<file path="config.mk">
export PLATFORM = sky130hd
export DESIGN_NAME = ctm_control
export DESIGN_NICKNAME = d
export VERILOG_FILES = /design/src/shared/ctm_pkg.sv /design/src/hdl/ctm_fifo.sv /design/src/hdl/ctm_control.sv
export SDC_FILE = /design/constraint.sdc
export NUM_CORES = 1
export LEC_CHECK = 0
export BUFFER_PORTS_ARGS = -buffer_cell sky130_fd_sc_hd__buf_2
export CAP_MARGIN = 20
export CORE_MARGIN = 4
export CORE_UTILIZATION = 52
export CTS_BUF_LIST = sky130_fd_sc_hd__clkbuf_2
export CTS_CLUSTER_SIZE = 20
export DETAILED_ROUTE_END_ITERATION = 8
export PLACE_DENSITY = 0.91
export SLEW_MARGIN = 25
export SYNTH_ARGS = -nofsm -noshare
export SYNTH_HDL_FRONTEND = slang
export SYNTH_SLANG_ARGS = --single-unit
</file>
<file path="constraint.sdc">
create_clock -name ref_clk -period 2.7 [get_ports ref_clk]
set_input_delay 0.135 -clock ref_clk [delete_from_list [all_inputs] [get_ports ref_clk]]
set_output_delay 0.135 -clock ref_clk [all_outputs]
set_load 0.01 [all_outputs]
</file>
<file path="src/shared/ctm_pkg.sv">
/*
   Constants and types shared by the transmit abort, receive flag and mask
   control block. Assumes an 8-bit special-function-register access port and a
   protocol engine that reports frame events on the same clock.
*/
`default_nettype none
package ctm_pkg;
   // Register byte addresses
   localparam logic [15:0] ADDR_TCR = 16'hFFAA;
   localparam logic [15:0] ADDR_RXNEW = 16'hFFB2;
   localparam logic [15:0] ADDR_MASK_AND_SHOT_CONTROL = 16'hFFBB;
   localparam logic [7:0] RESET_BYTE = 8'h00;
   localparam logic [7:0] MASK_AND_SHOT_CONTROL_WMASK = 8'hF7;
   // Transmit control register fields
   localparam int TCR_RQ0 = 0;
   localparam int TCR_AB0 = 2;
   localparam int TCR_CP0 = 4;
   localparam int TCR_PRIO = 7;
   // Mask and shot control fields
   localparam int MC_MASK_PAIR0_ENABLE = 0;
   localparam int MC_MASK_PAIR1_ENABLE = 1;
   localparam int MC_GLOBAL = 2;
   localparam int MC_ALREQ = 4;
   localparam int MC_SINGLE_SHOT_ENABLE = 5;
   localparam int MC_PRESC_LO = 6;
   // Sizes
   localparam int NUM_TX = 2;
   localparam int NUM_RX = 16;
   localparam int RXNEW_W = 8;
   localparam int RXIDX_W = 4;
   localparam int RXFIFO_DEPTH = 4;

   // Event pulses from the protocol engine
   typedef struct packed {
      logic arbStart;
      logic arbWon;
      logic arbLost;
      logic frameOk;
      logic frameErr;
   } ctm_proto_evt_t;

   // Per receive buffer compare setup
   typedef struct packed {
      logic [NUM_RX-1:0] maskHolder;
      logic [NUM_RX-1:0] useMask0;
      logic [NUM_RX-1:0] useMask1;
   } ctm_cmp_cfg_t;

   typedef enum logic [2:0] {
      TX_IDLE = 3'b001,
      TX_ARB = 3'b010,
      TX_FRAME = 3'b100
   } ctm_tx_state_t;
endpackage
`default_nettype wire

</file>
<file path="src/hdl/ctm_fifo.sv">
/*
   Small synchronous FIFO with valid/ready on both sides.
   Assumes one clock and a synchronous active-high reset; depth is a power of two.
*/
`timescale 1ns/1ps
`default_nettype none
module ctm_fifo #(
   parameter int WIDTH = 4,
   parameter int DEPTH = 4
) (
   input wire logic ref_clk,
   input wire logic reset,
   input wire logic inValid,
   output logic inReady,
   input wire logic [WIDTH-1:0] inData,
   output logic outValid,
   input wire logic outReady,
   output logic [WIDTH-1:0] outData
);
   localparam int PW = $clog2(DEPTH);
   logic [WIDTH-1:0] mem [DEPTH];
   logic [PW-1:0] wrPtr_r, rdPtr_r;
   logic [PW:0] count_r, count_nxt;
   logic inReady_r;
   wire logic push = inValid && inReady_r;
   wire logic pop = outValid && outReady;

   // Ready is registered so the source sees a clean stall
   assign count_nxt = count_r + (PW+1)'(push) - (PW+1)'(pop);
   assign inReady = inReady_r;
   assign outValid = (count_r != '0);
   assign outData = mem[rdPtr_r];

   always_ff @(posedge ref_clk) begin
      if (reset) begin
         wrPtr_r <= '0;
         rdPtr_r <= '0;
         count_r <= '0;
         inReady_r <= 1'b0;
      end else begin
         if (push) wrPtr_r <= wrPtr_r + PW'(1);
         if (pop) rdPtr_r <= rdPtr_r + PW'(1);
         count_r <= count_nxt;
         inReady_r <= (count_nxt != (PW+1)'(DEPTH));
      end
   end

   // Storage has no reset; only written entries are read
   always_ff @(posedge ref_clk) begin
      if (push) mem[wrPtr_r] <= inData;
   end
endmodule
`default_nettype wire

</file>
<file path="src/hdl/ctm_control.sv">
/*
   Transmit request/abort control for two buffers, receive new-message flags
   for the first eight receive buffers, and mask / single-shot / prescaler
   control. Assumes an 8-bit register port and a protocol engine on ref_clk
   that reports arbitration and frame events as one-cycle pulses.
// Functional notes
// Writing one to an abort bit requests abort; reads one until cleared with request.
// A frame already on the bus always runs to its end.
// Abort seen before arbitration clears completion flag, frame not sent.
// Abort seen in arbitration, then arbitration lost: completion flag cleared.
// Abort during frame ending in error: completion cleared, no retry.
// Abort during frame ending cleanly: completion set, abort had no effect.
// Every abort outcome clears request and abort bits when buffer frees.
// Init clears request and abort bits; running frame ends, no retry.
// Writing zero to request or abort bits changes nothing.
// Request bits sampled right before frame start; set order irrelevant before.
// Request reads one while busy; cleared on completion with completion flag update.
// Transmit error keeps request set and retries unless single-shot.
// Software keeps buffer contents while requested and writes whole bytes.
// New-message bit per first eight buffers, set when store completes.
// Bits mirror data-new, clear with it, read-only, reset zero, init clears.
// New-message bits of buffers 0 and 2 meaningless while holding masks.
// Mask control written only after init state is confirmed.
// Pair enables make buffer 0 mask buffer 1, buffer 2 mask buffer 3.
// Global mask extends highest mask to 4-15; buffer 3 full compare.
// Frame type comes only from each buffer's own extension bit.
// Single-shot: no error retry; arbitration loss requeues once only if enabled.
// Upper prescaler bits pick quantum range, active only in quanta mode.
*/
`timescale 1ns/1ps
`default_nettype none
module ctm_control
   import ctm_pkg::*;
(
   input wire logic ref_clk,
   input wire logic reset,
   input wire logic [15:0] sfrAddr,
   input wire logic [7:0] sfrWrData,
   input wire logic sfrWr,
   input wire logic sfrRd,
   output logic [7:0] sfrRdData,
   input wire logic canInit,
   input wire logic initConfirmState,
   input wire logic quantaLengthMode,
   input wire ctm_proto_evt_t protoEvt,
   output logic txReq,
   output logic txBufSel,
   output logic [NUM_TX-1:0] txDone,
   input wire logic rxStoreValid,
   input wire logic [RXIDX_W-1:0] rxStoreIdx,
   output logic rxStoreReady,
   input wire logic rxDnClrValid,
   input wire logic [RXIDX_W-1:0] rxDnClrIdx,
   output ctm_cmp_cfg_t cmpCfg,
   output logic [1:0] prescHigh
);
   // Decode a receive buffer number onto the eight flag positions
   function automatic logic [RXNEW_W-1:0] rxFlagDecode(input logic [RXIDX_W-1:0] idx);
      logic [RXNEW_W-1:0] vec;
      vec = '0;
      if (idx < RXIDX_W'(RXNEW_W)) vec[idx[2:0]] = 1'b1;
      return vec;
   endfunction

   // Pick the buffer to send from the request bits and priority
   function automatic logic pickBuf(input logic [NUM_TX-1:0] rq, input logic prio);
      return (rq[0] && rq[1]) ? prio : rq[1];
   endfunction

   // Register state
   logic [NUM_TX-1:0] tx_request_flag_r, tx_request_flag_nxt;
   logic [NUM_TX-1:0] tx_abort_flag_r, tx_abort_flag_nxt;
   logic [NUM_TX-1:0] tx_complete_flag_r, tx_complete_flag_nxt;
   logic [NUM_TX-1:0] requeued_r, requeued_nxt;
   logic [NUM_TX-1:0] txDone_r, txDone_nxt;
   logic txPrio_r;
   logic [RXNEW_W-1:0] rx_new_message_flags_r, rxNew_nxt;
   logic [7:0] mask_and_shot_control_r;
   logic [7:0] sfrRdData_r;
   logic txReq_r, txBufSel_r;
   ctm_cmp_cfg_t cmpCfg_r, cmpCfg_nxt;
   logic [1:0] prescHigh_r;
   ctm_tx_state_t txState_r, txState_nxt;
   logic activeBuf_r;

   // Register port decode
   wire logic tcrWr = sfrWr && (sfrAddr == ADDR_TCR);
   wire logic maskcWr = sfrWr && (sfrAddr == ADDR_MASK_AND_SHOT_CONTROL);
   wire logic [7:0] tcrRead = {txPrio_r, 1'b0, tx_complete_flag_r, tx_abort_flag_r, tx_request_flag_r};
   wire logic [7:0] rdMux =
      (sfrAddr == ADDR_TCR) ? tcrRead :
      (sfrAddr == ADDR_RXNEW) ? rx_new_message_flags_r :
      (sfrAddr == ADDR_MASK_AND_SHOT_CONTROL) ? mask_and_shot_control_r : RESET_BYTE;

   // Mask control fields
   wire logic mask_pair0_enable = mask_and_shot_control_r[MC_MASK_PAIR0_ENABLE];
   wire logic mask_pair1_enable = mask_and_shot_control_r[MC_MASK_PAIR1_ENABLE];
   wire logic glob = mask_and_shot_control_r[MC_GLOBAL];
   wire logic singleShot = mask_and_shot_control_r[MC_SINGLE_SHOT_ENABLE];
   wire logic arbRequeue = mask_and_shot_control_r[MC_ALREQ];
   wire logic [1:0] prescField = mask_and_shot_control_r[MC_PRESC_LO +: 2];

   // Transmit sequencing states
   wire logic stIdle = (txState_r == TX_IDLE);
   wire logic stArb = (txState_r == TX_ARB);
   wire logic stFrame = (txState_r == TX_FRAME);
   // A start in this cycle takes the buffer already offered to the engine
   wire logic startNow = stIdle && protoEvt.arbStart && txReq_r;

   // Next transmit state; a started frame always runs out
   always_comb begin
      txState_nxt = txState_r;
      unique case (txState_r)
         TX_IDLE: begin
            if (startNow) txState_nxt = TX_ARB;
         end
         TX_ARB: begin
            if (protoEvt.arbLost) txState_nxt = TX_IDLE;
            else if (protoEvt.arbWon) txState_nxt = TX_FRAME;
         end
         TX_FRAME: begin
            if (protoEvt.frameOk || protoEvt.frameErr) txState_nxt = TX_IDLE;
         end
         default: txState_nxt = TX_IDLE;
      endcase
   end

   // Per buffer request, abort and completion bookkeeping
   always_comb begin
      logic active, finish, okFin, busyHere;
      active = 1'b0;
      finish = 1'b0;
      okFin = 1'b0;
      busyHere = 1'b0;
      tx_request_flag_nxt = tx_request_flag_r;
      tx_abort_flag_nxt = tx_abort_flag_r;
      tx_complete_flag_nxt = tx_complete_flag_r;
      requeued_nxt = requeued_r;
      txDone_nxt = '0;
      for (int b = 0; b < NUM_TX; b++) begin
         active = !stIdle && (activeBuf_r == 1'(b));
         busyHere = active || (startNow && (txBufSel_r == 1'(b)));
         finish = 1'b0;
         okFin = 1'b0;
         if (active && stFrame && protoEvt.frameOk) begin
            finish = 1'b1;
            okFin = 1'b1;
         end else if (active && stFrame && protoEvt.frameErr) begin
            // Error keeps the request for a retry unless aborted or single-shot
            finish = tx_abort_flag_r[b] || singleShot;
         end else if (active && stArb && protoEvt.arbLost) begin
            if (tx_abort_flag_r[b]) finish = 1'b1;
            else if (singleShot && (!arbRequeue || requeued_r[b])) finish = 1'b1;
            else if (singleShot) requeued_nxt[b] = 1'b1;
         end else if (!busyHere && tx_abort_flag_r[b] && tx_request_flag_r[b]) begin
            finish = 1'b1;
         end
         // Completion frees the buffer; flag updated only if still requested
         if (finish && tx_request_flag_r[b]) begin
            tx_request_flag_nxt[b] = 1'b0;
            tx_abort_flag_nxt[b] = 1'b0;
            tx_complete_flag_nxt[b] = okFin;
            requeued_nxt[b] = 1'b0;
            txDone_nxt[b] = 1'b1;
         end
         // Only ones written take effect
         if (tcrWr && !canInit) begin
            if (sfrWrData[TCR_RQ0 + b]) begin
               tx_request_flag_nxt[b] = 1'b1;
               requeued_nxt[b] = 1'b0;
            end
            // An abort with nothing requested would be dropped anyway
            if (sfrWrData[TCR_AB0 + b] && (tx_request_flag_r[b] || sfrWrData[TCR_RQ0 + b])) begin
               tx_abort_flag_nxt[b] = 1'b1;
            end
         end
         // Init frees both buffers; a running frame gets no retry
         if (canInit) begin
            tx_request_flag_nxt[b] = 1'b0;
            tx_abort_flag_nxt[b] = 1'b0;
            requeued_nxt[b] = 1'b0;
            txDone_nxt[b] = tx_request_flag_r[b];
         end
      end
   end

   // Transmit state and bits
   always_ff @(posedge ref_clk) begin
      if (reset) begin
         txState_r <= TX_IDLE;
         activeBuf_r <= 1'b0;
         tx_request_flag_r <= '0;
         tx_abort_flag_r <= '0;
         tx_complete_flag_r <= '0;
         requeued_r <= '0;
         txDone_r <= '0;
         txPrio_r <= 1'b0;
      end else begin
         txState_r <= txState_nxt;
         if (startNow) activeBuf_r <= txBufSel_r;
         tx_request_flag_r <= tx_request_flag_nxt;
         tx_abort_flag_r <= tx_abort_flag_nxt;
         tx_complete_flag_r <= tx_complete_flag_nxt;
         requeued_r <= requeued_nxt;
         txDone_r <= txDone_nxt;
         if (tcrWr) txPrio_r <= sfrWrData[TCR_PRIO];
      end
   end

   // Offer to the engine, recomputed every cycle, also while a frame runs; a start takes it
   always_ff @(posedge ref_clk) begin
      if (reset) begin
         txReq_r <= 1'b0;
         txBufSel_r <= 1'b0;
      end else begin
         txReq_r <= |tx_request_flag_nxt;
         txBufSel_r <= pickBuf(tx_request_flag_nxt, tcrWr ? sfrWrData[TCR_PRIO] : txPrio_r);
      end
   end

   // Store events queue here so a clear in the same cycle can stall them
   logic fifoValid;
   logic [RXIDX_W-1:0] fifoIdx;
   wire logic drainReady = !rxDnClrValid;
   wire logic drainFire = fifoValid && drainReady;
   ctm_fifo #(
      .WIDTH(RXIDX_W),
      .DEPTH(RXFIFO_DEPTH)
   ) u_store_fifo (
      .ref_clk(ref_clk),
      .reset(reset),
      .inValid(rxStoreValid),
      .inReady(rxStoreReady),
      .inData(rxStoreIdx),
      .outValid(fifoValid),
      .outReady(drainReady),
      .outData(fifoIdx)
   );

   // Mask holders never flag new data
   wire logic [RXNEW_W-1:0] holderMask = cmpCfg_r.maskHolder[RXNEW_W-1:0];
   wire logic [RXNEW_W-1:0] setVec = drainFire ? (rxFlagDecode(fifoIdx) & ~holderMask) : '0;
   wire logic [RXNEW_W-1:0] clrVec = rxDnClrValid ? rxFlagDecode(rxDnClrIdx) : '0;

   // Set wins over clear; init wins over both
   assign rxNew_nxt = canInit ? RESET_BYTE : ((rx_new_message_flags_r & ~clrVec) | setVec);

   always_ff @(posedge ref_clk) begin
      if (reset) begin
         rx_new_message_flags_r <= RESET_BYTE;
      end else begin
         rx_new_message_flags_r <= rxNew_nxt;
      end
   end

   // Writes before init is confirmed would disturb the bus, so drop them
   always_ff @(posedge ref_clk) begin
      if (reset) begin
         mask_and_shot_control_r <= RESET_BYTE;
      end else if (maskcWr && initConfirmState) begin
         mask_and_shot_control_r <= sfrWrData & MASK_AND_SHOT_CONTROL_WMASK;
      end
   end

   // Compare setup per receive buffer; ID width and frame type stay per buffer
   always_comb begin
      cmpCfg_nxt = '0;
      cmpCfg_nxt.maskHolder[0] = mask_pair0_enable;
      cmpCfg_nxt.maskHolder[2] = mask_pair1_enable;
      cmpCfg_nxt.useMask0[1] = mask_pair0_enable;
      cmpCfg_nxt.useMask1[3] = mask_pair1_enable && !glob;
      // Global mask: highest enabled one covers the upper buffers
      cmpCfg_nxt.useMask0[2] = glob && mask_pair0_enable && !mask_pair1_enable;
      cmpCfg_nxt.useMask0[NUM_RX-1:4] = {(NUM_RX-4){glob && mask_pair0_enable && !mask_pair1_enable}};
      cmpCfg_nxt.useMask1[NUM_RX-1:4] = {(NUM_RX-4){glob && mask_pair1_enable}};
   end

   // Registered configuration and read data
   always_ff @(posedge ref_clk) begin
      if (reset) begin
         cmpCfg_r <= '0;
         prescHigh_r <= 2'b00;
         sfrRdData_r <= RESET_BYTE;
      end else begin
         cmpCfg_r <= cmpCfg_nxt;
         prescHigh_r <= quantaLengthMode ? prescField : 2'b00;
         sfrRdData_r <= sfrRd ? rdMux : RESET_BYTE;
      end
   end

   assign sfrRdData = sfrRdData_r;
   assign txReq = txReq_r;
   assign txBufSel = txBufSel_r;
   assign txDone = txDone_r;
   assign cmpCfg = cmpCfg_r;
   assign prescHigh = prescHigh_r;
endmodule
`default_nettype wire

</file>
# == After elaboration in Yosys (flattened, before gate mapping) ==
# Memory sizes are Yosys's and may differ from the RTL's. A register that Yosys moved wholly into a read port is not among the register bits.
# Index checks and enable logic that the tools add are counted.
# Widths: inputs -> output; s select.
# totals
ram_bits,16
elab_cells,191
register_bits,75
mem_count,1
inputBits,46
output_inout_bits,63
# op_classes
bitwise,9
order_cmp,6
reduce_logical,63
eq_ne,10
n_addsub,4
mux,72
# memory_table
name,depth,word_bits,rd,rd_ports_with_merged_regs,write_ports,line,source
u_store_fifo.mem,4,4,1,1,1,ctm_fifo.sv:21,logic [WIDTH-1:0] mem [DEPTH];
# op_table
operator,n
$mux 1,56
$mux 8,7
$eq 16x16->1 const B,3
$logic_and 1x1->1,39
$and 8x8->8,2
$not 8->8,2
$mux 3,4
$logic_or 1x1->1,9
$pmux 3 s3,1
$logic_not 1->1,8
$lt 3x4->1 const B,2
$lt 4x4->1 const B,2
$or 8x8->8,1
$reduce_or 2->1,4
$demux 1 s3,2
$ge 3x1->1 const B,2
$ne 3x3->1 const B,2
$add 2x1->2 const B,2
$mux 2,2
$ne 2x1->1 const B,2
$not 1->1,4
$add 3x1->3,1
$eq 3x1->1 const B,1
$eq 3x2->1 const B,1
other kinds (5),5

# == Depth between registers and ports, before layout ==
# depth
ltp_word,19
mapped_depth,9
depth_no_buf,9

# == By module ==
# A second synthesis with hierarchy kept.
# unflattened
hier_cells,336
hier_area_um2,3458.3
# by_module_without_submodules
mod,area_per_inst_um2,n_inst,seq_area_each_um2,cells_per_inst
ctm_control,2364.8,1,940.9,265
ctm_fifo,1093.5,1,680.7,71

# == Worst setup path before layout ==
# Ideal clock, no wire load.
# synth_timing
path_type,register to register
startpoint,register txState_r[0]
endpoint,register txBufSel_r (netlist: txBufSel)
setup_ps,136
slack_ps,728
path_buffers,0
path_stages_with_launch,7
period_less_slack_ps,1972
arrival_ps,1836
required_time_ps,2564
path_cell_list,dfxtp_1 > or3b_2 > nor3_1 > a211oi_1 > a211oi_1 > a22o_1 > a2111oi_2
# synth_via
elab_chain_cells,19
elab_cells_between_ends,48
classes_between,eq/ne: 3; mux: 17; reduce/logical: 28
# synth_lines
element,line,source
from (decl),ctm_control.sv:83,"ctm_tx_state_t txState_r, txState_nxt;"
from (signal assigned),ctm_control.sv:199,txState_r <= txState_nxt;
$eq 3x1->1,ctm_control.sv:104,wire logic stIdle = (txState_r == TX_IDLE);
$logic_and 1x1->1 (2 in a row),ctm_control.sv:108,wire logic startNow = stIdle && protoEvt.arbStart && txReq_r;
$logic_and 1x1->1,ctm_control.sv:142,busyHere = active || (startNow && (txBufSel_r == 1'(b)));
$logic_or 1x1->1,ctm_control.sv:142,
$logic_not 1->1,ctm_control.sv:155,end else if (!busyHere && tx_abort_flag_r[b] && tx_request_flag_r[b]) begin
$logic_and 1x1->1 (2 in a row),ctm_control.sv:155,
$mux 1,ctm_control.sv:155,
$mux 1,ctm_control.sv:151,end else if (active && stArb && protoEvt.arbLost) begin
$mux 1,ctm_control.sv:148,end else if (active && stFrame && protoEvt.frameErr) begin
$mux 1,ctm_control.sv:145,if (active && stFrame && protoEvt.frameOk) begin
$logic_and 1x1->1,ctm_control.sv:159,if (finish && tx_request_flag_r[b]) begin
$mux 1,ctm_control.sv:159,
$mux 1,ctm_control.sv:168,if (sfrWrData[TCR_RQ0 + b]) begin
$mux 1,ctm_control.sv:167,if (tcrWr && !canInit) begin
$mux 1,ctm_control.sv:178,if (canInit) begin
$logic_and 1x1->1,ctm_control.sv:67,return (rq[0] && rq[1]) ? prio : rq[1];
$mux 1 (*),ctm_control.sv:67,
to (signal assigned),ctm_control.sv:217,"txBufSel_r <= pickBuf(tx_request_flag_nxt, tcrWr ? sfrWrData[TCR_PRIO] : txPrio_r);"
to (decl),ctm_control.sv:80,"logic txReq_r, txBufSel_r;"
# Mark *: on every way between the ends. The rest lies on a longest branch, timed or not.
# A chain may end at the register's enable or synchronous reset.

# == Worst setup path after layout ==
# Same ends and word-level chain as after synthesis.

==> results.md <==
- Seq/Total Area, Yosys: 0.4867
- Async S/R FF share, synth: 0
- GRT Overall Usage: 0.1949
- Die Height: 88.05 um
- Worst Hold Slack: around 52 ps
- Commonest cells after routing, fill and taps aside: 89 x buf_2, 57 x dfxtp_1, 34 x nor2_1, 24 x dlygate4sd3_1, 21 x a21oi_1
- Post-DP HPWL: between 5 and 6 mm
- Final hold violation count: 0
- Router iterations before antenna repair: 6
- Final nets: around 480
- Reg area: 1622 um2
- Synth Register Bits: 73
- DRC violations left: 0
- Max_slew headroom: 0.4742
- Worst-Margin Slew: 781.5 ps
- Hold Path Class: in2reg
- Root Buffer: clkbuf_2
- Yosys top cell by area: dfxtp_1
- Status: completed
- Clock latency on the worst-skew pair: about 490 ps
- Lkg Pwr: approximately 1.7 nW
- Share of cells above drive strength 1: 0.2834
- Clock Tree Buf Depth: 2
- Fin crit share: 0.8342
- VDD IR max: 0.5019 mV
- Setup WS post-layout: about 450 ps
- Post-cts sizing count: 0
- Max cap viols: 0
- Area grow syn2layout: 18.36%
- Commonest non-fill, non-tap cell in the layout: buf_2
- Final setup violation count: 0
- Post-Route WL: between 7 and 8 mm
- Clock sinks: 73
- Post-CTS Setup Repair Bufs: 0
- Buffers on Ports: just under 90
- Initial core utilization: 0.5498
- Type of the worst setup path: reg2reg
- Cts-stage hold buffer count: 22
- Multi-input logic area: approximately 1400 um2
- Post-route antenna net violation count: 0
- RSZ-0062 raised after global routing: false
- WL per Instance: approximately 15 um
- DRT iter0 DRCs: roughly 210
- Tmin final: approximately 2300 ps
- Post-synth EDFFs: 16
- Filler instances: a little under 500
- Power, Total: around 2.3 mW
- Post-synthesis xor/xnor area fraction: 0.01314
- Synth Area in Simple Gates: 0.1866
- Vias after detailed routing: 2662
- Inserted Diodes: 0
- CTS tree: done
- Vias in the first global route: between 2000 and 3000
- Global-route wire length before repair: about 12 mm
- TritonCTS Buffers: 9
- Setup TNS: 0 ps
- Clock Skew: roughly 25 ps
- Max Slew Vio Count: 0
- Avg Cell Area, Syn: about 10 um2
- H-tree levels: 3
- Initial antenna violation count: 0
- Complex-gate fraction of the synthesized area: 0.1123
- Mapped Cells: 327
- Routability cong.: ~0.94
- Full die area: between 7000 and 8000 um2
- Top_reg_cell synth: dfxtp_1
- # IOs: 109
- CP endpoint kind: flop
- Share of synthesized area spent on multiplexers: 0.05107
- Synth unique cells: 51
- Reg clk slew, reported paths: between 150 and 200 ps
- Post-synthesis adder-cell area fraction: 0.02854
- Crit-path max FO: 8
- Row count: 28
- Reg2Reg Depth: 6
- Synthesis Warnings: 0
- Post-place setup slack: between 400 and 500 ps
- Vias per cell: between 5 and 6
- Min-Delay Path Depth: 3
- Largest net degree at the start of global routing: 34
- Startpoint Class: flop
- Largest family of logic cells by synthesized area: simple AND/OR/NAND/NOR gates
- Top-area cell type share of the netlist area: 0.3425
- Data required time of the critical path: ~3100 ps
- Grt ovf: 0
- Power density over the cells: ~570 nW/um2
- Data arrival, critical path: 2620 ps
- Ranking of synthesized cells by area: dfxtp_1 34%, edfxtp_1 14%, buf_4 9.7%
- Chip width: 88.05 um
- Cell Area, Synth: 3332 um2
- Core area: around 6000 um2
- Peak Freq: about 0.44 GHz
==> where the power goes <==
| group | internal [mW] | switching (mW) | total [mW] |
|---|---|---|---|
| combinational | 0.208 | 0.219 | 0.427 |
| sequential | 1.19 | 0.0590 | 1.25 |
| clock | 0.206 | 0.371 | 0.577 |
==> flip-flops by register name, indices dropped and copies added, names as in the netlist, named ones only <==
| name | flops |
|---|---|
| sfrRdData | 8 |
| mask_and_shot_control_r | 7 |
| tx_request_flag_r | 2 |
| txState_r | 3 |
| u_store_fifo.inReady | 1 |
| requeued_r | 2 |
| tx_complete_flag_r | 2 |
| rx_new_message_flags_r | 8 |
| u_store_fifo.rdPtr_r | 2 |
| u_store_fifo.wrPtr_r | 2 |
| txReq | 1 |
| u_store_fifo.count_r | 3 |
| txDone | 2 |
| u_store_fifo.mem | 16 |
| tx_abort_flag_r | 2 |
| txPrio_r | 1 |
| cmpCfg | 5 |
| activeBuf_r | 1 |
| prescHigh | 2 |
| txBufSel | 1 |
==> through the flow <==
stage / instances / util / cell area, um2
after floorplan: 345 / - / 3400
after global placement: 462 / 0.5935 / 3597
after detailed placement: 462 / 0.5935 / 3597
after CTS: 500 / 0.6474 / 3924
after global routing: 502 / 0.6507 / 3944
final: 502 / 0.6507 / 3944
==> worst max-delay path: stages, from the launching register on <==
cell       delay (ps)
dfxtp_1           480
or3b_2            510
nor3_1            210
a211oi_1           80
a211oi_1          540
a22o_1            260
a2111oi_2          60
==> final timing paths <==
check                       startpoint                        end  slack, ps
min                        protoEvt[2]               txState_r[2]         50
min reg2reg  rx_new_message_flags_r[1]  rx_new_message_flags_r[1]        500
max reg2reg               txState_r[0]                   txBufSel        450
max                       txState_r[0]                   txBufSel        450
==> layout make-up <==
| type | instances | share of cell area |
|---|---|---|
| Inverter | 12 | 0.01142 |
| Tap cell | 75 | 0.02379 |
| Timing Repair Buffer | 115 | 0.1777 |
| Clock inverter | 7 | 0.01555 |
| Multi-Input combinational cell | 211 | 0.3490 |
| Sequential cell | 73 | 0.4112 |
| Clock buffer | 9 | 0.01142 |
==> cells in the mapped netlist (5+ instances only) <==
cell type  instances
a21oi_1           21
a222oi_1           6
a22oi_1            5
and3b_1            6
buf_4             43
dfxtp_1           57
edfxtp_1          16
ha_1               6
inv_1             12
mux2i_1            8
nand2_1           16
nand2b_1           5
nor2_1            34
nor2b_1            6
nor3_1             7
o21ai_0           12
==> per-layer routing <==
metal / up-vias / track usage / wire length (um)
li1: 1292 / - / -
met1: 1221 / 0.2227 / 2879
met2: 133 / 0.3418 / 3810
met3: 16 / 0.05174 / 643
met4: 0 / 0.08654 / 115
met5: - / 0 / 0
==> logic make-up after synthesis <==
family / count (synthesis)
xor gates and xnor gates: 5
other: 1
muxes: 12
DFF: 73
adders and majority gates: 7
buffers and inverters: 61
and+or+nand+nor: 110
AOI/OAI and AO/OA: 58
Note: power is estimated with default switching activity, not from simulation.
